<file path="src/logic/vifc_pkg.sv">
// Constants and types for the VBI interrupt and filter control block
// How it works
// - Two-bit field merges filters: NOR/NAND/OR/AND
// - Mode bit picks two or five prefix bytes
// - Per-filter enables; zero mask always matches
// - Status bits 6, 2, 1, 0 stick until host writes one
// - Lock change in either direction sets bit 6
// - Bit 7 shows current video lock state
// - FIFO level crossing threshold sets bit 2
// - Reaching programmed line sets bit 1
// - Sliced data available sets bit 0
// - Enables gate only the pin, not status
// - Pin active on enabled status; bit mirrors it
// - Polarity: open-drain low or push-pull high
// - Config bit 2 gates pixel outputs, reset 04h
// - Config RAM 512 bytes, 32 sets of 16
// - Data port access uses counter then increments
// - Address registers load nine-bit start address
// - Twelve standard sets plus two custom sets
// - Word count above threshold, reset 80h, triggers
package vifc_pkg;
    localparam int ADDR_W = 8;
    localparam int DATA_W = 8;
    localparam logic [7:0] OFS_FILT_CTRL  = 8'hBB;
    localparam logic [7:0] OFS_INT_STAT   = 8'hC0;
    localparam logic [7:0] OFS_INT_EN     = 8'hC1;
    localparam logic [7:0] OFS_INT_CFG    = 8'hC2;
    localparam logic [7:0] OFS_RAM_DATA   = 8'hC3;
    localparam logic [7:0] OFS_RAM_ADDR_L = 8'hC4;
    localparam logic [7:0] OFS_RAM_ADDR_H = 8'hC5;
    localparam logic [7:0] OFS_FIFO_THR   = 8'hC8;

    localparam logic [7:0] RST_FILT_CTRL = 8'h00;
    localparam logic [7:0] RST_INT_STAT  = 8'h00;
    localparam logic [7:0] RST_INT_EN    = 8'h00;
    localparam logic [7:0] RST_INT_CFG   = 8'h04;
    localparam logic [7:0] RST_FIFO_THR  = 8'h80;

    // Filter control fields
    localparam int FC_EN1    = 0;
    localparam int FC_EN2    = 1;
    localparam int FC_MODE   = 2;
    localparam int FC_LOGIC  = 3;
    localparam logic [7:0] FC_MASK = 8'h1F;

    // Status and enable fields
    localparam int ST_DATA   = 0;
    localparam int ST_LINE   = 1;
    localparam int ST_THR    = 2;
    localparam int ST_LOCKCH = 6;
    localparam int ST_LOCK   = 7;
    localparam logic [7:0] ST_STICKY = 8'h47;
    localparam logic [7:0] EN_MASK   = 8'h47;

    // Configuration fields
    localparam int CF_POL    = 0;
    localparam int CF_ACTIVE = 1;
    localparam int CF_PIXOE  = 2;

    localparam int PREFIX_SHORT = 2;
    localparam int PREFIX_LONG  = 5;
    localparam int FILT_BYTES   = 5;
    localparam int FILT_W       = 2 * FILT_BYTES * 8;

    localparam int RAM_SETS      = 32;
    localparam int RAM_SET_BYTES = 16;
    localparam int RAM_AW        = 9;
    localparam int STD_SETS      = 12;
    localparam int CUSTOM_SETS   = 2;

    typedef enum logic [1:0] {
        VIFC_NOR,
        VIFC_NAND,
        VIFC_OR,
        VIFC_AND
    } vifc_logic_t;
endpackage

</file>
<file path="src/logic/vifc_ram_if.sv">
// Port between controller and configuration RAM
`timescale 1ns/10ps
interface vifc_ram_if #(parameter int AW = 9, parameter int DW = 8);
    logic          we;
    logic          re;
    logic [AW-1:0] addr;
    logic [DW-1:0] wdata;
    logic [DW-1:0] rdata;
    modport ctrl (output we, output re, output addr, output wdata,
                  input rdata);
    modport mem  (input we, input re, input addr, input wdata,
                  output rdata);
endinterface

</file>
<file path="src/logic/vifc_top.sv">
// VBI filter combine, interrupt A and configuration RAM port
`timescale 1ns/10ps
module vifc_top
    import vifc_pkg::*;
#(
    parameter int SETS      = RAM_SETS,
    parameter int SET_BYTES = RAM_SET_BYTES
) (
    input  wire logic                          ref_clk,
    input  wire logic                          sys_rst,
    input  wire logic [vifc_pkg::ADDR_W-1:0]   reg_addr,
    input  wire logic                          reg_wr,
    input  wire logic                          reg_rd,
    input  wire logic [vifc_pkg::DATA_W-1:0]   reg_wdata,
    output logic      [vifc_pkg::DATA_W-1:0]   reg_rdata,
    output logic                               reg_rvalid,
    input  wire logic                          video_lock,
    input  wire logic [7:0]                    fifo_word_count,
    input  wire logic                          line_reached,
    input  wire logic                          data_available,
    input  wire logic [vifc_pkg::FILT_W-1:0]   teletext_table,
    input  wire logic [7:0]                    teletext_byte,
    input  wire logic                          teletext_byte_valid,
    input  wire logic                          teletext_pkt_start,
    output logic                               teletext_pass,
    output logic                               teletext_pass_valid,
    output logic                               int_pin_o,
    output logic                               int_pin_oe_n,
    output logic                               pixel_output_enable
);
    import vifc_pkg::*;

    if (SETS * SET_BYTES != (1 << RAM_AW)) begin
        $error("RAM geometry does not match address width");
    end
    if (SETS < STD_SETS + CUSTOM_SETS) begin
        $error("Too few RAM sets for standard and custom use");
    end

    vifc_ram_if #(.AW(RAM_AW), .DW(DATA_W)) ram_bus ();

    logic [7:0]        filt_ctrl_q;
    logic [7:0]        int_stat_q;
    logic [7:0]        int_en_q;
    logic [7:0]        int_cfg_q;
    logic [7:0]        fifo_thr_q;
    logic [RAM_AW-1:0] ram_ptr_q;
    logic              lock_meta_q;
    logic              lock_sync_q;
    logic              lock_prev_q;
    logic              above_prev_q;
    logic              int_active_q;
    logic              rd_pend_q;
    logic              rd_ram_q;
    logic [7:0]        rd_addr_q;
    logic [2:0]        byte_idx_q;
    logic              pkt_busy_q;
    logic [1:0]        match_q;

    logic              wr_stat;
    logic              above_thr;
    logic [7:0]        stat_set;
    logic              ram_access;
    logic [2:0]        prefix_len;
    logic [2:0]        idx_eff;
    logic [3:0]        teletext_nibble;
    logic [1:0]        match_d;
    logic              byte_take;
    logic              last_byte;
    logic [1:0]        filt_res;
    logic              pass_d;

    // Register writes
    always_ff @(posedge ref_clk or posedge sys_rst) begin
        if (sys_rst) begin
            filt_ctrl_q <= RST_FILT_CTRL;
            int_en_q    <= RST_INT_EN;
            int_cfg_q   <= RST_INT_CFG;
            fifo_thr_q  <= RST_FIFO_THR;
        end else if (reg_wr) begin
            case (reg_addr)
                OFS_FILT_CTRL: filt_ctrl_q <= reg_wdata & FC_MASK;
                OFS_INT_EN:    int_en_q    <= reg_wdata & EN_MASK;
                OFS_INT_CFG: begin
                    int_cfg_q[CF_POL]   <= reg_wdata[CF_POL];
                    int_cfg_q[CF_PIXOE] <= reg_wdata[CF_PIXOE];
                end
                OFS_FIFO_THR:  fifo_thr_q  <= reg_wdata;
                default: begin
                end
            endcase
        end
    end

    // Lock input synchroniser and edge history
    always_ff @(posedge ref_clk or posedge sys_rst) begin
        if (sys_rst) begin
            lock_meta_q  <= 1'b0;
            lock_sync_q  <= 1'b0;
            lock_prev_q  <= 1'b0;
            above_prev_q <= 1'b0;
        end else begin
            lock_meta_q  <= video_lock;
            lock_sync_q  <= lock_meta_q;
            lock_prev_q  <= lock_sync_q;
            above_prev_q <= above_thr;
        end
    end

    assign above_thr = fifo_word_count > fifo_thr_q;
    assign wr_stat   = reg_wr && (reg_addr == OFS_INT_STAT);

    // Event sources, independent of the enables
    always_comb begin
        stat_set = 8'h00;
        stat_set[ST_LOCKCH] = lock_sync_q ^ lock_prev_q;
        stat_set[ST_THR]    = above_thr & ~above_prev_q;
        stat_set[ST_LINE]   = line_reached;
        stat_set[ST_DATA]   = data_available;
    end

    // Sticky status, set wins over a write-one clear
    always_ff @(posedge ref_clk or posedge sys_rst) begin
        if (sys_rst) begin
            int_stat_q <= RST_INT_STAT;
        end else begin
            int_stat_q[ST_LOCK] <= lock_sync_q;
            int_stat_q[6:0] <= ((int_stat_q[6:0]
                & ~(wr_stat ? reg_wdata[6:0] : 7'h00))
                | stat_set[6:0]) & ST_STICKY[6:0];
        end
    end

    // Interrupt pin drive
    always_ff @(posedge ref_clk or posedge sys_rst) begin
        if (sys_rst) begin
            int_active_q <= 1'b0;
            int_pin_o    <= 1'b0;
            int_pin_oe_n <= 1'b1;
        end else begin
            int_active_q <= |(int_stat_q & int_en_q);
            if (int_cfg_q[CF_POL]) begin
                int_pin_o    <= |(int_stat_q & int_en_q);
                int_pin_oe_n <= 1'b0;
            end else begin
                int_pin_o    <= 1'b0;
                int_pin_oe_n <= ~|(int_stat_q & int_en_q);
            end
        end
    end

    always_ff @(posedge ref_clk or posedge sys_rst) begin
        if (sys_rst) begin
            pixel_output_enable <= 1'b1;
        end else begin
            pixel_output_enable <= int_cfg_q[CF_PIXOE];
        end
    end

    // Configuration RAM pointer
    assign ram_access = (reg_wr || reg_rd) && (reg_addr == OFS_RAM_DATA);

    always_ff @(posedge ref_clk or posedge sys_rst) begin
        if (sys_rst) begin
            ram_ptr_q <= '0;
        end else if (reg_wr && reg_addr == OFS_RAM_ADDR_L) begin
            ram_ptr_q[7:0] <= reg_wdata;
        end else if (reg_wr && reg_addr == OFS_RAM_ADDR_H) begin
            ram_ptr_q[RAM_AW-1] <= reg_wdata[0];
        end else if (ram_access) begin
            ram_ptr_q <= ram_ptr_q + 1'b1;
        end
    end

    assign ram_bus.we    = reg_wr && (reg_addr == OFS_RAM_DATA);
    assign ram_bus.re    = reg_rd && (reg_addr == OFS_RAM_DATA);
    assign ram_bus.addr  = ram_ptr_q;
    assign ram_bus.wdata = reg_wdata;

    vifc_cfg_ram #(
        .DEPTH (SETS * SET_BYTES),
        .AW    (RAM_AW),
        .DW    (DATA_W)
    ) u_ram (
        .ref_clk (ref_clk),
        .port    (ram_bus.mem)
    );

    // Register read, answer two edges after the strobe
    always_ff @(posedge ref_clk or posedge sys_rst) begin
        if (sys_rst) begin
            rd_pend_q  <= 1'b0;
            rd_ram_q   <= 1'b0;
            rd_addr_q  <= 8'h00;
            reg_rdata  <= 8'h00;
            reg_rvalid <= 1'b0;
        end else begin
            rd_pend_q  <= reg_rd;
            rd_ram_q   <= ram_bus.re;
            rd_addr_q  <= reg_addr;
            reg_rvalid <= rd_pend_q;
            if (rd_pend_q) begin
                case (rd_addr_q)
                    OFS_FILT_CTRL:  reg_rdata <= filt_ctrl_q;
                    OFS_INT_STAT:   reg_rdata <= int_stat_q;
                    OFS_INT_EN:     reg_rdata <= int_en_q;
                    OFS_INT_CFG:    reg_rdata <= {5'h00,
                        int_cfg_q[CF_PIXOE], int_active_q,
                        int_cfg_q[CF_POL]};
                    OFS_RAM_DATA:   reg_rdata <= rd_ram_q ?
                        ram_bus.rdata : 8'h00;
                    OFS_RAM_ADDR_L: reg_rdata <= ram_ptr_q[7:0];
                    OFS_RAM_ADDR_H: reg_rdata <= {7'h00,
                        ram_ptr_q[RAM_AW-1]};
                    OFS_FIFO_THR:   reg_rdata <= fifo_thr_q;
                    default:        reg_rdata <= 8'h00;
                endcase
            end
        end
    end

    // Teletext prefix filters
    assign prefix_len = filt_ctrl_q[FC_MODE] ? 3'(PREFIX_LONG)
                                             : 3'(PREFIX_SHORT);
    assign teletext_nibble = {teletext_byte[7], teletext_byte[5],
                              teletext_byte[3], teletext_byte[1]};
    assign byte_take  = teletext_byte_valid
                        && (teletext_pkt_start || pkt_busy_q);
    assign idx_eff    = teletext_pkt_start ? 3'd0 : byte_idx_q;
    assign last_byte  = idx_eff == prefix_len - 3'd1;

    always_comb begin
        match_d = 2'b00;
        for (int f = 0; f < 2; f++) begin
            logic [7:0] ent;
            ent = teletext_table[(f * FILT_BYTES + int'(idx_eff)) * 8 +: 8];
            match_d[f] = (teletext_pkt_start | match_q[f])
                & (((teletext_nibble ^ ent[3:0]) & ent[7:4]) == 4'h0);
        end
    end

    assign filt_res = match_d & {filt_ctrl_q[FC_EN2], filt_ctrl_q[FC_EN1]};

    always_comb begin
        case (vifc_logic_t'(filt_ctrl_q[FC_LOGIC +: 2]))
            VIFC_NOR:  pass_d = ~(filt_res[0] | filt_res[1]);
            VIFC_NAND: pass_d = ~(filt_res[0] & filt_res[1]);
            VIFC_OR:   pass_d = filt_res[0] | filt_res[1];
            VIFC_AND:  pass_d = filt_res[0] & filt_res[1];
            default:   pass_d = 1'b0;
        endcase
    end

    always_ff @(posedge ref_clk or posedge sys_rst) begin
        if (sys_rst) begin
            byte_idx_q     <= 3'd0;
            pkt_busy_q     <= 1'b0;
            match_q        <= 2'b00;
            teletext_pass       <= 1'b0;
            teletext_pass_valid <= 1'b0;
        end else begin
            teletext_pass_valid <= 1'b0;
            if (byte_take) begin
                match_q    <= match_d;
                byte_idx_q <= idx_eff + 3'd1;
                pkt_busy_q <= ~last_byte;
                if (last_byte) begin
                    teletext_pass       <= pass_d;
                    teletext_pass_valid <= 1'b1;
                end
            end
        end
    end
endmodule

</file>
<file path="src/logic/vifc_cfg_ram.sv">
// Slicer configuration RAM with registered read data
`timescale 1ns/10ps
module vifc_cfg_ram #(
    parameter int DEPTH = 512,
    parameter int AW    = 9,
    parameter int DW    = 8
) (
    input wire logic ref_clk,
    vifc_ram_if.mem  port
);
    logic [DW-1:0] mem_q [DEPTH];
    logic [DW-1:0] rdata_q;

    if (DEPTH > (1 << AW)) begin
        $error("RAM depth exceeds address range");
    end

    // Memory array
    always_ff @(posedge ref_clk) begin
        if (port.we) begin
            mem_q[port.addr] <= port.wdata;
        end
    end

    // Read port
    always_ff @(posedge ref_clk) begin
        if (port.re) begin
            rdata_q <= mem_q[port.addr];
        end
    end

    assign port.rdata = rdata_q;
endmodule

</file>
<file path="config.mk">
export PLATFORM = sky130hd
export DESIGN_NAME = vifc_top
export DESIGN_NICKNAME = d
export VERILOG_FILES = /design/src/logic/vifc_pkg.sv /design/src/logic/vifc_ram_if.sv /design/src/logic/vifc_top.sv /design/src/logic/vifc_cfg_ram.sv
export SDC_FILE = /design/constraint.sdc
export NUM_CORES = 2
export LEC_CHECK = 0
export ABC_AREA = 1
export CAP_MARGIN = 20
export CORE_ASPECT_RATIO = 0.6
export CORE_MARGIN = 1.5
export CORE_UTILIZATION = 35
export CTS_CLUSTER_DIAMETER = 120
export DETAILED_ROUTE_END_ITERATION = 8
export DONT_BUFFER_PORTS = 1
export PLACE_DENSITY = 0.57
export SKIP_CTS_REPAIR_TIMING = 1
export SLEW_MARGIN = 20
export SYNTH_ARGS = -nofsm -noshare
export SYNTH_HDL_FRONTEND = slang
export SYNTH_SLANG_ARGS = --single-unit
</file>
<file path="constraint.sdc">
create_clock -name ref_clk -period 4.7 [get_ports ref_clk]
set_input_delay 0.705 -clock ref_clk [delete_from_list [all_inputs] [get_ports ref_clk]]
set_output_delay 0.705 -clock ref_clk [all_outputs]
set_load 0.05 [all_outputs]
</file>
==> impl_metrics.yaml <==
routing:
  post_drt_wl_per_cell_um: 26.0
  viasPerCell: 5.55
  drtIter0Drc: 16700
  firstDrtPassIters: 8
  drc: 0
  drtAntennaViolNets: 0
  dr_total_vias: 109000
  drt_wl_total_um: 511000
worst_setup_path:
  critical_path.top_delay_family: "simple AND/OR/NAND/NOR gates"
  cp-end-kind: "flip-flop"
  cp.required_ns: 5.32
  cp_num_buf_inv: 2
  crit_chain: "clkinv_16 > buf_12 > o21ai_0 > o22ai_1 > nand2_1 > nand2_1 > a21oi_1 > a21oi_1 > nor2_1 > nand2_1 > nand2_1 > nand2_1 > nor2_1 > nand3_1"
  cp_max_fo: 104
  crit_top_cell: "nand2_1"
  startpoint_type: "flip-flop"
  slowest_delay_ns: 0.79
  arrival_ns: 5.07
  crit_slowest_cell: "dfrtp_4"
  critical_path_class: "reg -> reg"
outcome:
  status: "finished, final reports clean"
floorplanning:
  core_region_area_sq_um: 472000
  row_count: 195
  num_io_pins: 135
  start_util_pct: 35.3
  die_x_um: 893
  die_area_sq_um: 480000
  die_h_um: 537
finish:
  drive_gt1_share_pct: 7.47
  area_growth_pct: 11.8
  nets: 13200
  finalNonFillerCells: 19600
  fin_util_pct: 39.4
  final_area_sq_um: 186000
placed_design:
  placed_area_sq_um: 174000
  dp_slack_ns: 0.443
  globalplace.congestion: 0.856
  placed_cells: 18900
  portBuffers: 0
  hpwl_um: 290000
synth:
  yosys.cell_count.top_type: "edfxtp_1"
  synth_nets: 13300
  synthDistinctLibCells: 52
  synth_ff_type: "edfxtp_1"
  synth_edf_count: 4104
  yosys.area.top_type: "edfxtp_1"
  ys_ff_latch: 4171
  synth_top_area_share_pct: 74.0
  synth_area_per_cell_sq_um: 12.7
  mappedNetlistArea_sq_um: 166000
  synth.area.top_cells: "edfxtp_1 74%, o21ai_0 6.3%, nor2_1 6.2%, o22ai_1 3.7%, nand2_1 3.1%"
  ys.warnings.count: 0
  ys_seq_area_share_pct: 75.1
  synth_common_cells: "4,104 x edfxtp_1, 2,771 x nor2_1, 2,080 x o21ai_0, 1,363 x nand2_1, 987 x o22ai_1"
  syn_inst: 13100
  async_flop_share_pct: 1.61
sta:
  fin_crit_ns: 4.45
  relSlewSlack_pct: 14.0
  post-route-period-util_pct: 94.7
  whs_ns: 0.0624
  rsz0062_at_grt: "no"
  fmax_mhz: 225
  worst_pin_slew_ns: 1.29
  fin_tns_setup_ns: 0
  hold_viol_final: 0
  setup-violations-final: 0
  skew_ns: 0.0751
  slew_violations: 0
  finalWorstSetupSlack_ns: 0.251
cts:
  cts_buffers: 363
  clk_latency_ns: 0.96
  clock-sinks: 4171
  root_buffer: "clkbuf_16"
  clkTransAtPathRegs_ns: 0.07
  cts_tree: "done"
  clk_path_buf_depth: 4
  cts_max_level: 5
pwr:
  pwr_density_cell_nw_per_um2: 448
  peakVddDrop_mv: 0.304
  p_leak_nw: 58.6
  p_total_mw: 83.4
run:
  maxCapViolCount: 0
grt:
  grt_usage_pct: 20.4
  first_global_vias: 97600
  overflow: 0
  grt_max_degree: 514
  antenna_found_initial: 37
  grt_pass1_wl_um: 727000
hold_path:
  min-delay-path-class: "in -> reg"
report_power, final:
part           internal, mW  total [mW]  switching, mW
combinational          3.40        12.9           9.53
sequential             40.9        41.0          0.137
clock                  15.6        29.4           13.9
total                  59.8        83.4           23.5
worst reg2reg max path, delay by kind of cell (launching register included):
family	cells	cell delay (ns)
AOI/OAI and AO/OA	4	0.70
buffers and inverters	2	0.96
DFF	1	0.79
and+or+nand+nor	8	1.70
cell type report:
type | count | area [sq um]
repair buffers | 454 | 4970
well taps | 6304 | 7890
multi-input cells | 7906 | 36600
flip-flops and latches | 4171 | 125000
clock inverters | 188 | 1530
diodes | 1 | 2.50
fillers | 44300 | 286000
clock buffers | 448 | 9550
inverters | 135 | 553
routing by layer:
layer  track usage, %  up-vias  share of wire (%)
li1                 -    47900                  -
met1             32.7    54500                 45
met2             26.5     5890                 39
met3             6.65      622                 14
met4             3.72       10                1.9
met5                0        -              0.012
placed cells by master, fill, tap and decap left out, drive strengths merged, types with 4 or more instances in the layout:
| cell | instances |
|---|---|
| o221ai | 5 |
| a21oi | 111 |
| nand2 | 1365 |
| o22ai | 987 |
| nor2 | 2778 |
| xor2 | 5 |
| clkbuf | 448 |
| a22oi | 23 |
| inv | 146 |
| clkinvlp | 9 |
| bufinv | 20 |
| o21bai | 4 |
| edfxtp | 4104 |
| buf | 438 |
| clkinv | 148 |
| dfrtp | 63 |
| o211ai | 5 |
| nand3 | 134 |
| ha | 12 |
| dlygate4sd3 | 16 |
| a22o | 75 |
| nand4 | 117 |
| a41oi | 13 |
| o21ai | 2221 |
| dfstp | 4 |
| nor3 | 9 |
| a31oi | 16 |
| or2 | 6 |
registers in the layout, indices dropped and copies added (netlist names), 4 cells and up:
name,count
reg_rdata,8
ram_bus.addr,9
u_ram.port.rdata,8
rd_addr_q,8
u_ram.mem_q,4096
fifo_thr_q,8
int_en_q,4
int_stat_q,5
filt_ctrl_q,5
path summary, 6_finish.rpt:
kind	from	to	slack (ns)	cells past startpoint
max	ram_bus.addr[0]$_DFFE_PP0P_	u_ram.port.rdata[0]$_DFFE_PP_	0.25	14
min	reg_addr[0]	int_cfg_q[2]$_DFFE_PP1P_	0.06	2
max reg2reg	ram_bus.addr[0]$_DFFE_PP0P_	u_ram.port.rdata[0]$_DFFE_PP_	0.25	14
min reg2reg	lock_meta_q$_DFF_PP0_	lock_sync_q$_DFF_PP0_	0.35	0
max in group asynchronous	sys_rst	ram_bus.addr[1]$_DFFE_PP0P_	3.36	3
min in group asynchronous	sys_rst	int_pin_o$_DFF_PP0_	0.40	2
cell families (layout without fill, tap and decap cells):
family                   after synthesis  in the layout  share of synthesized area [%]
other                                  0              1                              0
flip-flops                          4171           4171                           75.1
XOR/XNOR                               6              6                         0.0316
AND/OR/NAND/NOR                     4414           4414                           10.3
buffers and inverters               1056           1225                           3.04
AO/OA/AOI/OAI                       3474           3474                           11.5
adder cells (fa/ha/maj)               12             12                         0.0902
No activity file was read; power rests on OpenSTA's default activity.
